### config.mk
export PLATFORM = sky130hd
export DESIGN_NAME = pet_regbank
export DESIGN_NICKNAME = d
export VERILOG_FILES = /design/src/pet_pkg.sv /design/src/pet_sync.sv /design/src/pet_regbank.sv
export SDC_FILE = /design/constraint.sdc
export NUM_CORES = 1
export LEC_CHECK = 0
export BUFFER_PORTS_ARGS = -buffer_cell sky130_fd_sc_hd__buf_2
export CORE_ASPECT_RATIO = 0.6
export CORE_MARGIN = 8
export CORE_UTILIZATION = 57
export CTS_BUF_LIST = sky130_fd_sc_hd__clkbuf_16
export DETAILED_ROUTE_END_ITERATION = 12
export PLACE_DENSITY = 0.73
export SLEW_MARGIN = 10
export SYNTH_ARGS = -nofsm -noshare
export SYNTH_HDL_FRONTEND = slang
export SYNTH_SLANG_ARGS = --single-unit
### constraint.sdc
create_clock -name clk -period 2.35 [get_ports clk]
set_input_delay 0.47 -clock clk [delete_from_list [all_inputs] [get_ports clk]]
set_output_delay 0.47 -clock clk [all_outputs]
set_load 0.005 [all_outputs]
### src/pet_pkg.sv
// pet_pkg: register map, field positions, reset values and states of the enable/trim register bank
package pet_pkg;

   // =====================================================================
   // register offsets
   localparam logic [7:0] ADDR_ENABLE = 8'h00;
   localparam logic [7:0] ADDR_TRIM = 8'h01;
   localparam logic [7:0] ADDR_STAT1 = 8'h02;
   localparam logic [7:0] ADDR_STAT2 = 8'h03;

   // =====================================================================
   // reset values
   localparam logic [7:0] RST_ENABLE = 8'h00;
   localparam logic [7:0] RST_TRIM = 8'h00;
   localparam logic [7:0] RST_STAT1 = 8'h00;
   localparam logic [2:0] RST_UV = 3'h0;

   // =====================================================================
   // field positions
   localparam int TRIM_SEL_BIT = 5;
   localparam int REG_ON_LSB = 2;
   localparam int USB_ON_LSB = 0;
   localparam int REG2_TRIM_LSB = 2;
   localparam int REG3_TRIM_LSB = 0;
   localparam logic [1:0] TRIM_NOMINAL = 2'h0;
   localparam logic [1:0] STAT2_UNUSED = 2'h0;

   // =====================================================================
   // serial bus
   localparam logic [6:0] DEV_ADDR_DFLT = 7'h2A; // arbitrary value
   localparam logic [3:0] BITS_PER_BYTE = 4'h8;
   localparam logic [3:0] BIT_LAST_TX = 4'h7;

   typedef enum logic [2:0] {
      ST_IDLE = 3'h0,
      ST_ADDR = 3'h1,
      ST_ADDR_ACK = 3'h2,
      ST_WR = 3'h3,
      ST_WR_ACK = 3'h4,
      ST_RD = 3'h5,
      ST_RD_ACK = 3'h6
   } pet_bus_state_t;

endpackage : pet_pkg

### src/pet_sync.sv
// pet_sync: two-flop synchroniser for a bundle of asynchronous inputs
`timescale 1ns/10ps
module pet_sync #(
   parameter int W = 1
) (
   // clock and reset
   input wire logic clk,
   input wire logic rst,
   // asynchronous in, synchronised out
   input wire logic [W-1:0] async_in,
   output logic [W-1:0] sync_out
);

   // =====================================================================
   // per bit: first stage feeds only the second stage
   // resets low, so a line that idles high has to arrive inverted
   genvar i;
   generate
      for (i = 0; i < W; i++) begin : g_bit
         logic meta_r;
         logic sync_r;
         always_ff @(posedge clk) begin
            if (rst) begin
               meta_r <= 1'b0;
               sync_r <= 1'b0;
            end else begin
               meta_r <= async_in[i];
               sync_r <= meta_r;
            end
         end
         assign sync_out[i] = sync_r;
      end
   endgenerate

endmodule : pet_sync

### src/pet_regbank.sv
// pet_regbank: serial-bus slave with enable, trim and status registers of the power controller
`timescale 1ns/10ps
module pet_regbank #(
   parameter logic [6:0] DEV_ADDR = pet_pkg::DEV_ADDR_DFLT
) (
   // clock and reset
   input wire logic clk,
   input wire logic rst,
   // serial bus, sda open drain
   input wire logic scl,
   input wire logic sda_in,
   output logic sda_out,
   output logic sda_oe_n,
   // external enable and trim select pins
   input wire logic regulator_one_en_pin,
   input wire logic regulator_two_en_pin,
   input wire logic regulator_three_en_pin,
   input wire logic trim_select_pin,
   // analog monitors
   input wire logic [7:0] fault_event,
   input wire logic [2:0] undervoltage_event,
   input wire logic [2:0] power_good,
   // rail controls
   output logic regulator_one_on,
   output logic regulator_two_on,
   output logic regulator_three_on,
   output logic usb_switch_one_on,
   output logic usb_switch_two_on,
   output logic [1:0] regulator_two_trim,
   output logic [1:0] regulator_three_trim,
   // interrupt, open drain
   output logic int_out,
   output logic int_oe_n
);

   // =====================================================================
   // input synchronisation
   logic [19:0] raw_in;
   logic [19:0] sync_in;
   // bus inverted: zero reset reads as idle bus, never as fault events or pin enables
   assign raw_in = {~scl, ~sda_in, regulator_one_en_pin, regulator_two_en_pin, regulator_three_en_pin,
                    trim_select_pin, fault_event, undervoltage_event, power_good};

   pet_sync #(.W(20)) u_sync (
      .clk(clk),
      .rst(rst),
      .async_in(raw_in),
      .sync_out(sync_in)
   );

   wire scl_s = ~sync_in[19];
   wire sda_s = ~sync_in[18];
   wire [2:0] en_pin_s = sync_in[17:15];
   wire trim_pin_s = sync_in[14];
   wire [7:0] evt_s = sync_in[13:6];
   wire [2:0] uv_s = sync_in[5:3];
   wire [2:0] pg_s = sync_in[2:0];

   // =====================================================================
   // bus edge and condition detection
   logic scl_d_r;
   logic sda_d_r;
   always_ff @(posedge clk) begin
      if (rst) begin
         scl_d_r <= 1'b1;
         sda_d_r <= 1'b1;
      end else begin
         scl_d_r <= scl_s;
         sda_d_r <= sda_s;
      end
   end
   wire scl_rise = scl_s & ~scl_d_r;
   wire scl_fall = ~scl_s & scl_d_r;
   wire start_det = scl_s & scl_d_r & sda_d_r & ~sda_s;
   wire stop_det = scl_s & scl_d_r & ~sda_d_r & sda_s;

   // =====================================================================
   // registers
   logic [7:0] ctl_r;
   logic [7:0] trim_r;
   logic [7:0] stat1_r;
   logic [2:0] uv_r;
   logic [7:0] ptr_r;
   logic [7:0] shift_r;

   wire [7:0] stat2_view = {pet_pkg::STAT2_UNUSED, uv_r, pg_s};
   wire [7:0] rd_data = (ptr_r == pet_pkg::ADDR_ENABLE) ? ctl_r :
                        (ptr_r == pet_pkg::ADDR_TRIM) ? trim_r :
                        (ptr_r == pet_pkg::ADDR_STAT1) ? stat1_r :
                        (ptr_r == pet_pkg::ADDR_STAT2) ? stat2_view : 8'h00;

   // =====================================================================
   // bus state machine
   pet_pkg::pet_bus_state_t state_r, state_nxt;
   logic [3:0] bit_r, bit_nxt;
   logic [7:0] shift_nxt, ptr_nxt;
   logic first_r, first_nxt;
   logic rw_r, rw_nxt;
   logic drv_r, drv_nxt;
   logic wr_stb;
   logic load_stb;

   always_comb begin
      state_nxt = state_r;
      bit_nxt = bit_r;
      shift_nxt = shift_r;
      ptr_nxt = ptr_r;
      first_nxt = first_r;
      rw_nxt = rw_r;
      drv_nxt = drv_r;
      wr_stb = 1'b0;
      load_stb = 1'b0;
      if (start_det) begin
         state_nxt = pet_pkg::ST_ADDR;
         bit_nxt = 4'h0;
         drv_nxt = 1'b0;
      end else if (stop_det) begin
         state_nxt = pet_pkg::ST_IDLE;
         drv_nxt = 1'b0;
      end else begin
         case (state_r)
            pet_pkg::ST_ADDR, pet_pkg::ST_WR: begin
               if (scl_rise && bit_r != pet_pkg::BITS_PER_BYTE) begin
                  shift_nxt = {shift_r[6:0], sda_s};
                  bit_nxt = bit_r + 4'h1;
               end else if (scl_fall && bit_r == pet_pkg::BITS_PER_BYTE) begin
                  if (state_r == pet_pkg::ST_WR) begin
                     state_nxt = pet_pkg::ST_WR_ACK;
                     drv_nxt = 1'b1;
                     wr_stb = 1'b1;
                     first_nxt = 1'b0;
                     ptr_nxt = first_r ? shift_r : ptr_r + 8'h01;
                  end else if (shift_r[7:1] == DEV_ADDR) begin
                     state_nxt = pet_pkg::ST_ADDR_ACK;
                     drv_nxt = 1'b1;
                     rw_nxt = shift_r[0];
                     first_nxt = 1'b1;
                  end else begin
                     state_nxt = pet_pkg::ST_IDLE;
                  end
               end
            end
            pet_pkg::ST_ADDR_ACK, pet_pkg::ST_WR_ACK: begin
               if (scl_fall) begin
                  bit_nxt = 4'h0;
                  if (state_r == pet_pkg::ST_ADDR_ACK && rw_r) begin
                     state_nxt = pet_pkg::ST_RD;
                     load_stb = 1'b1;
                     shift_nxt = rd_data;
                     drv_nxt = ~rd_data[7];
                     ptr_nxt = ptr_r + 8'h01;
                  end else begin
                     state_nxt = pet_pkg::ST_WR;
                     drv_nxt = 1'b0;
                  end
               end
            end
            pet_pkg::ST_RD: begin
               if (scl_fall) begin
                  if (bit_r == pet_pkg::BIT_LAST_TX) begin
                     state_nxt = pet_pkg::ST_RD_ACK;
                     drv_nxt = 1'b0;
                  end else begin
                     bit_nxt = bit_r + 4'h1;
                     shift_nxt = {shift_r[6:0], 1'b0};
                     drv_nxt = ~shift_r[6];
                  end
               end
            end
            pet_pkg::ST_RD_ACK: begin
               // a nack ends the read; the master then sends stop or restart
               if (scl_rise && sda_s) begin
                  state_nxt = pet_pkg::ST_IDLE;
               end else if (scl_fall) begin
                  state_nxt = pet_pkg::ST_RD;
                  bit_nxt = 4'h0;
                  load_stb = 1'b1;
                  shift_nxt = rd_data;
                  drv_nxt = ~rd_data[7];
                  ptr_nxt = ptr_r + 8'h01;
               end
            end
            default: begin
               state_nxt = pet_pkg::ST_IDLE;
               drv_nxt = 1'b0;
            end
         endcase
      end
   end

   always_ff @(posedge clk) begin
      if (rst) begin
         state_r <= pet_pkg::ST_IDLE;
         bit_r <= 4'h0;
         shift_r <= 8'h00;
         ptr_r <= 8'h00;
         first_r <= 1'b0;
         rw_r <= 1'b0;
         drv_r <= 1'b0;
      end else begin
         state_r <= state_nxt;
         bit_r <= bit_nxt;
         shift_r <= shift_nxt;
         ptr_r <= ptr_nxt;
         first_r <= first_nxt;
         rw_r <= rw_nxt;
         drv_r <= drv_nxt;
      end
   end

   // =====================================================================
   // register writes and status flags
   wire wr_data = wr_stb & ~first_r;
   wire wr_ctl = wr_data & (ptr_r == pet_pkg::ADDR_ENABLE);
   wire wr_trim = wr_data & (ptr_r == pet_pkg::ADDR_TRIM);
   wire clr_stat1 = load_stb & (ptr_r == pet_pkg::ADDR_STAT1);
   wire clr_stat2 = load_stb & (ptr_r == pet_pkg::ADDR_STAT2);
   // a monitor event in the clearing cycle survives the clear
   wire [7:0] stat1_nxt = (stat1_r & ~{8{clr_stat1}}) | evt_s;
   wire [2:0] uv_nxt = (uv_r & ~{3{clr_stat2}}) | uv_s;

   always_ff @(posedge clk) begin
      if (rst) begin
         ctl_r <= pet_pkg::RST_ENABLE;
         trim_r <= pet_pkg::RST_TRIM;
         stat1_r <= pet_pkg::RST_STAT1;
         uv_r <= pet_pkg::RST_UV;
      end else begin
         if (wr_ctl) ctl_r <= shift_r;
         if (wr_trim) trim_r <= shift_r;
         stat1_r <= stat1_nxt;
         uv_r <= uv_nxt;
      end
   end

   // =====================================================================
   // rail controls
   wire trim_act = ctl_r[pet_pkg::TRIM_SEL_BIT] | trim_pin_s;
   logic [2:0] reg_on_r;
   logic [1:0] usb_on_r;
   logic [1:0] r2_trim_r;
   logic [1:0] r3_trim_r;
   logic int_oe_n_r;
   always_ff @(posedge clk) begin
      if (rst) begin
         reg_on_r <= 3'h0;
         usb_on_r <= 2'h0;
         r2_trim_r <= pet_pkg::TRIM_NOMINAL;
         r3_trim_r <= pet_pkg::TRIM_NOMINAL;
         int_oe_n_r <= 1'b1;
      end else begin
         reg_on_r <= ctl_r[pet_pkg::REG_ON_LSB +: 3] | en_pin_s;
         usb_on_r <= ctl_r[pet_pkg::USB_ON_LSB +: 2];
         r2_trim_r <= trim_act ? trim_r[pet_pkg::REG2_TRIM_LSB +: 2] : pet_pkg::TRIM_NOMINAL;
         r3_trim_r <= trim_act ? trim_r[pet_pkg::REG3_TRIM_LSB +: 2] : pet_pkg::TRIM_NOMINAL;
         int_oe_n_r <= ~(|stat1_r | |uv_r);
      end
   end

   assign regulator_one_on = reg_on_r[2];
   assign regulator_two_on = reg_on_r[1];
   assign regulator_three_on = reg_on_r[0];
   assign usb_switch_one_on = usb_on_r[1];
   assign usb_switch_two_on = usb_on_r[0];
   assign regulator_two_trim = r2_trim_r;
   assign regulator_three_trim = r3_trim_r;
   assign sda_out = 1'b0;
   assign sda_oe_n = ~drv_r;
   assign int_out = 1'b0;
   assign int_oe_n = int_oe_n_r;
endmodule : pet_regbank

After elaboration in Yosys (flattened, before gate mapping) --
Index checks and enable logic that the tools add are counted.
Word-level totals: input bits 22, output and inout bits 13, register bits after elaboration 105, logic and storage cells 218
Operators by class: multiplexer cells 65, bitwise gates (word level) 37, $add $sub $neg 2, reductions and logical operators 23, equality and inequality tests 32
Operators with widths (number):
- $mux W8 | 18
- $pmux W8 S4 | 1
- $mux W3 | 9
- $mux W1 | 25
- $ne A4 B4 Y1 const B | 6
- $pmux W8 S3 | 1
- $reduce_and A6 Y1 | 4
- $ne A2 B2 Y1 const B | 11
- $mux W4 | 5
- $reduce_and A10 Y1 | 2
- $eq A8 B2 Y1 const B | 2
- $not A1 Y1 | 16
- $pmux W4 S4 | 1
- $reduce_and A7 Y1 | 2
- $and A1 B1 Y1 | 12
- $pmux W3 S4 | 1
- $eq A3 B3 Y1 const B | 3
- $add A8 B1 Y8 const B | 1
- $and A8 B8 Y8 | 1
- $eq A8 B1 Y1 const B | 1
- $logic_not A8 Y1 | 1
- $not A8 Y8 | 1
- $or A8 B8 Y8 | 1
- $reduce_or A2 Y1 | 4
- 22 further kinds | 30

Logic depth before layout (Yosys ltp) --
word-level depth 11, mapped depth 9, mapped depth without buffers 7

Cells and area by module --
A second synthesis with hierarchy kept.
Second synthesis, totals: cells, all modules 499, area total of the unflattened synthesis 4672.0 um^2
By module, submodules not included:
- pet_regbank | instances 1, cells an instance 395, area each 3365.7 um^2, seq. area each 1301.2 um^2
- pet_sync | instances 1, cells an instance 104, area each 1306.3 um^2, seq. area each 800.8 um^2

Least setup slack after synthesis --
No wires, ideal clock.
kind flip-flop to flip-flop, from register ptr_r[0], to register shift_r[6], path slack 0.552 ns, setup time 0.079 ns, path buffers 1, stages on the path, launching flop included 7, period minus slack after synthesis 1.798 ns, required time 2.271 ns, data arrival time 1.719 ns, path through dfxtp_1 > ha_1 > clkbuf_1 > a221oi_1 > a2111oi_0 > a211oi_2 > a211oi_2
On the way: word-level cells in the longest chain between the ends 7, elaborated cells between the ends (all ways) 11, those cells by class eq/ne: 2; mux: 8; reduce/logical: 1
Ends and longest elaborated chain:
- start: declaration | RTL line pet_regbank.sv:83 | logic [7:0] ptr_r;
- start signal: assignment | RTL line pet_regbank.sv:204 | ptr_r <= ptr_nxt;
- $eq A8 B2 Y1 | RTL line pet_regbank.sv:89 | (ptr_r == pet_pkg::ADDR_STAT1) ? stat1_r :
- $mux W8 | RTL line pet_regbank.sv:89
- $mux W8 | RTL line pet_regbank.sv:88 | (ptr_r == pet_pkg::ADDR_TRIM) ? trim_r :
- $mux W8 * | RTL line pet_regbank.sv:87 | wire [7:0] rd_data = (ptr_r == pet_pkg::ADDR_ENABLE) ? ctl_r :
- $mux W8, on equally long branches | RTL line pet_regbank.sv:174, pet_regbank.sv:146
- $mux W8, on equally long branches | RTL line pet_regbank.sv:172, pet_regbank.sv:144
- $pmux W8 S4 * | RTL line pet_regbank.sv:121 | case (state_r)
- end signal: assignment | RTL line pet_regbank.sv:203 | shift_r <= shift_nxt;
- end: declaration | RTL line pet_regbank.sv:84 | logic [7:0] shift_r;
Every way passes the cells marked *; elsewhere a longest branch is shown, timed or not. The select of a mux whose other input is x is not followed. A chain may end at the register's enable or synchronous reset.

Final worst setup path --
from register state_r[1], to register stat1_r[5]
On the way: word-level cells in the longest chain between the ends 11, elaborated cells between the ends (all ways) 14, those cells by class eq/ne: 3; mux: 5; bitwise: 4; reduce/logical: 2
Ends and longest elaborated chain:
- start: declaration | RTL line pet_regbank.sv:94 | pet_pkg::pet_bus_state_t state_r, state_nxt;
- start signal: assignment | RTL line pet_regbank.sv:193 | state_r <= pet_pkg::ST_IDLE;
- start signal: assignment | RTL line pet_regbank.sv:201 | state_r <= state_nxt;
- $eq A3 B2 Y1 | RTL line pet_regbank.sv:121, pet_regbank.sv:146
- $logic_and A1 B1 Y1 | RTL line pet_regbank.sv:146 | if (state_r == pet_pkg::ST_ADDR_ACK && rw_r) begin
- $mux W1 | RTL line pet_regbank.sv:146
- $mux W1 | RTL line pet_regbank.sv:144 | if (scl_fall) begin
- $pmux W1 S2 * | RTL line pet_regbank.sv:121
- $mux W1 * | RTL line pet_regbank.sv:117 | end else if (stop_det) begin
- $mux W1 * | RTL line pet_regbank.sv:113 | if (start_det) begin
- $and A1 B1 Y1 * | RTL line pet_regbank.sv:216 | wire clr_stat1 = load_stb & (ptr_r == pet_pkg::ADDR_STAT1);
- $not A8 Y8 * | RTL line pet_regbank.sv:219 | wire [7:0] stat1_nxt = (stat1_r & ~{8{clr_stat1}}) | evt_s;
- $and A8 B8 Y8 * | RTL line pet_regbank.sv:219
- $or A8 B8 Y8 * | RTL line pet_regbank.sv:219
- end signal: assignment | RTL line pet_regbank.sv:226 | stat1_r <= pet_pkg::RST_STAT1;
- end signal: assignment | RTL line pet_regbank.sv:231 | stat1_r <= stat1_nxt;
- end: declaration | RTL line pet_regbank.sv:81 | logic [7:0] stat1_r;
Every way passes the cells marked *; elsewhere a longest branch is shown, timed or not.

==> key figures <==
CTS
  • Clock sink total: ~110
  • H-tree Lvls: 3
  • CTS tree: yes
  • Register clock-pin slew on the reported worst setup and hold paths: around 0.07 ns
  • Clock Path Buffers: 2
  • CTS buffer count: 9
  • Cts hold-fix bufs: 0
  • Clk Latency, worst-skew pair: roughly 0.35 ns
  • Post-CTS Setup Bufs: 0
  • CTS root buf: clkbuf_16

Global route
  • Number of global-route vias before repair: 3,227
  • Initial antenna violation count: 0
  • Gr usage total: 0.191
  • Grt total ovfl: 0
  • First-pass GRT wire length: 16.6 mm
  • Largest net degree at the start of global routing: 57

Finish
  • Most common cell after layout, fill and taps aside: dfxtp_1
  • Synth-to-Final Area Change: 12.0%
  • Non-Filler Instances: 626
  • Layout net count: roughly 540
  • Diode count: 0
  • Commonest cells after routing, fill and taps aside: dfxtp_1, nor2_1, nor2b_1
  • Share of layout cells above drive strength 1: 0.145

Die
  • Site Rows: 25
  • Die area: 0.0111 mm^2
  • I/O pins: 35
  • CORE AREA: 0.00779 mm^2
  • Die Ht: 84.9 um
  • Starting Density: 0.580
  • DIE WIDTH: 131 um

Place
  • Placer Congestion: 0.868
  • DP HPWL: between 7 and 8 mm
  • Placed cells: 610
  • # port buffers: 32

Power
  • Int Power: between 3 and 4 mW
  • Clock power frac: 0.329
  • Comb power frac: 0.210
  • Sw Share: 0.314
  • P_sw: 1.47 mW
  • Total Power: 4.68 mW
  • Maximum vdd drop: 0.478 mV
  • PwrDens: 925 mW/mm^2
  • Seq pwr share: 0.461
  • Leak pwr: 2.05 nW

Logic synthesis
  • Post-synth EDFFs: 0
  • Post-synthesis cell type count: 66
  • FF+latch count, synth: between 100 and 150
  • Synth warn: 0
  • Synth Cell Area: 0.00452 mm^2
  • Synth Instances: 492
  • FFs w/ async S/R, synth: 0
  • Sequential fraction of the synthesis area: 0.466
  • Syn Area/Cell: 9.18 um^2
  • Post-synth top flop: dfxtp_1

Routing
  • M1 wire length: 5.06 mm
  • WL met2: 4.20 mm
  • Metal3 WL: 796 um
  • Pre-antenna DRT Iters: 5
  • Vias/cell: 5.69
  • DRT iter0 DRCs: 271
  • Detail Route Antenna Nets: 0
  • Top sig layer: met4
  • DR vias: around 3.6k
  • Detailed Route WL: a little over 10 mm
  • Routed WL per cell: 16.2 um
  • # DRC: 0

Setup path
  • Critical Path Sink Type: flop
  • Reg2reg path depth: 6
  • Worst path required time: 2.58 ns
  • Max FO, Critical Path: 20
  • CP Class: reg2reg
  • R2R Setup Slk: around 0.23 ns
  • Critical path launch point: state_r[1]$_SDFFE_PP0P_
  • Type of origin of the critical path: flop
  • R2r startpoint: state_r[1]$_SDFFE_PP0P_
  • Reg2reg end: stat1_r[5]$_SDFF_PP0_
  • Arrival @ worst endpoint: about 2.4 ns

Job
  • Max Cap Viol: 0

Timing
  • Final Hold Viols: 0
  • RSZ-0062 raised after global routing: false
  • Pin slew with the least headroom to its limit: around 0.64 ns
  • Final Skew: 0.0105 ns
  • Final setup vio count: 0
  • Tcrit/Tclk final: 0.902
  • Worst rel slew slack: 0.575
  • Achievable clock frequency: 472 MHz
  • Min Tclk post-route: 2.12 ns
  • Worst hold slack: 0.267 ns
  • Slew Limit Fails: 0
  • Final TNS setup: 0 ns

Min path
  • HP Class: in2reg
  • Hold EP: u_sync.g_bit[19].meta_r$_SDFF_PP0_
  • Min-delay src: scl
  • Hold depth: 2

Outcome
  • Status: finished, final reports clean
## cell type report
type                            instances  area (um^2)
Timing Repair Buffer                   42          260
Multi-Input combinational cell        333         2170
Tap cell                              108          135
Clock buffer                            9          225
Fill cell                             653         2730
Clock inverter                          7         85.1
Sequential cell                       105         2100
Inverter                               22         82.6
## state kept, by name, indices dropped and copies added (netlist names), 4 cells and up
signal and flops:
stat1_r 8, u_sync.g_bit.meta_r 20, shift_r 8, bit_r 4, ptr_r 8, ctl_r 8
u_sync.g_bit.sync_r 20, trim_r 8
## cells by family after synthesis
family                     Yosys count  synth area share
AOI/OAI and AO/OA                  111             0.178
xor gates and xnor gates             1           0.00194
adders and majority gates            6            0.0166
buffers and inverters               55            0.0557
DFF                                105             0.466
muxes                               19            0.0424
other                                1          0.000830
and+or+nand+nor                    194             0.239
## stage by stage
stage,worst slack [ns],cell area (um^2),util
floorplan,0.552,4520,-
finish,0.230,5060,0.649
global placement,0.325,4750,0.609
detailed placement,0.279,4750,0.609
global route,0.0312,5060,0.649
CTS,0.194,5060,0.649
## cell usage after synthesis, drive strengths merged, types with 3 or more instances
library cell | instances | area [um^2]
ha | 6 | 75.1
clkbuf | 15 | 56.3
buf | 18 | 113
and2 | 6 | 37.5
inv | 22 | 82.6
a31o | 4 | 35.0
or2 | 3 | 21.3
o21ai | 9 | 45.0
nand2b | 5 | 31.3
nand3 | 11 | 55.1
mux2i | 18 | 180
nor2 | 60 | 225
and3 | 4 | 25.0
nand3b | 3 | 22.5
o21bai | 3 | 26.3
a211oi | 19 | 163
nor3 | 7 | 35.0
a22o | 6 | 52.6
a21oi | 36 | 180
nand2 | 22 | 85.1
nor4 | 9 | 56.3
nand4 | 4 | 70.1
nor2b | 49 | 307
a221oi | 8 | 70.1
a22oi | 3 | 22.5
dfxtp | 105 | 2100
## metal layers
metal  vias to the layer above  global-route usage
met5                         -                   0
met2                       113               0.255
met1                      1682               0.276
met3                         7              0.0676
met4                         0              0.0570
li1                       1759                   -
## power groups by stage
stage               Clock (mW)  Sequential (mW)  Combinational, mW
floorplan                    0             2.03              0.858
global placement             0             2.17              0.952
detailed placement           0             2.18              0.963
CTS                       1.56             2.14              0.969
global route              1.65             2.18               1.07
finish                    1.54             2.16              0.981
## repair_timing
item                                    4_1_cts  5_1_grt
gates resized for setup                       0        1
endpoints found under the hold margin         0        0
endpoints found under the setup margin        0        1
## critical path, stage by stage (launching register included)
cell and delay, ns:
dfxtp_1 0.73, nor2b_1 0.27, nor3b_1 0.22, buf_4 0.16
nand3_1 0.29, a21oi_1 0.26, nor2_1 0.06
## how the worst max path moves through the flow
stage                                    endpoint  cells after the start
after floorplan           shift_r[6]$_SDFFE_PP0P_                      6
after global routing        ptr_r[6]$_SDFFE_PP0P_                      5
final                       stat1_r[5]$_SDFF_PP0_                      6
after detailed placement  shift_r[0]$_SDFFE_PP0P_                      5
after CTS                   ptr_r[6]$_SDFFE_PP0P_                      5
after global placement      stat1_r[4]$_SDFF_PP0_                      6
Note: power is estimated with default switching activity, not from simulation.
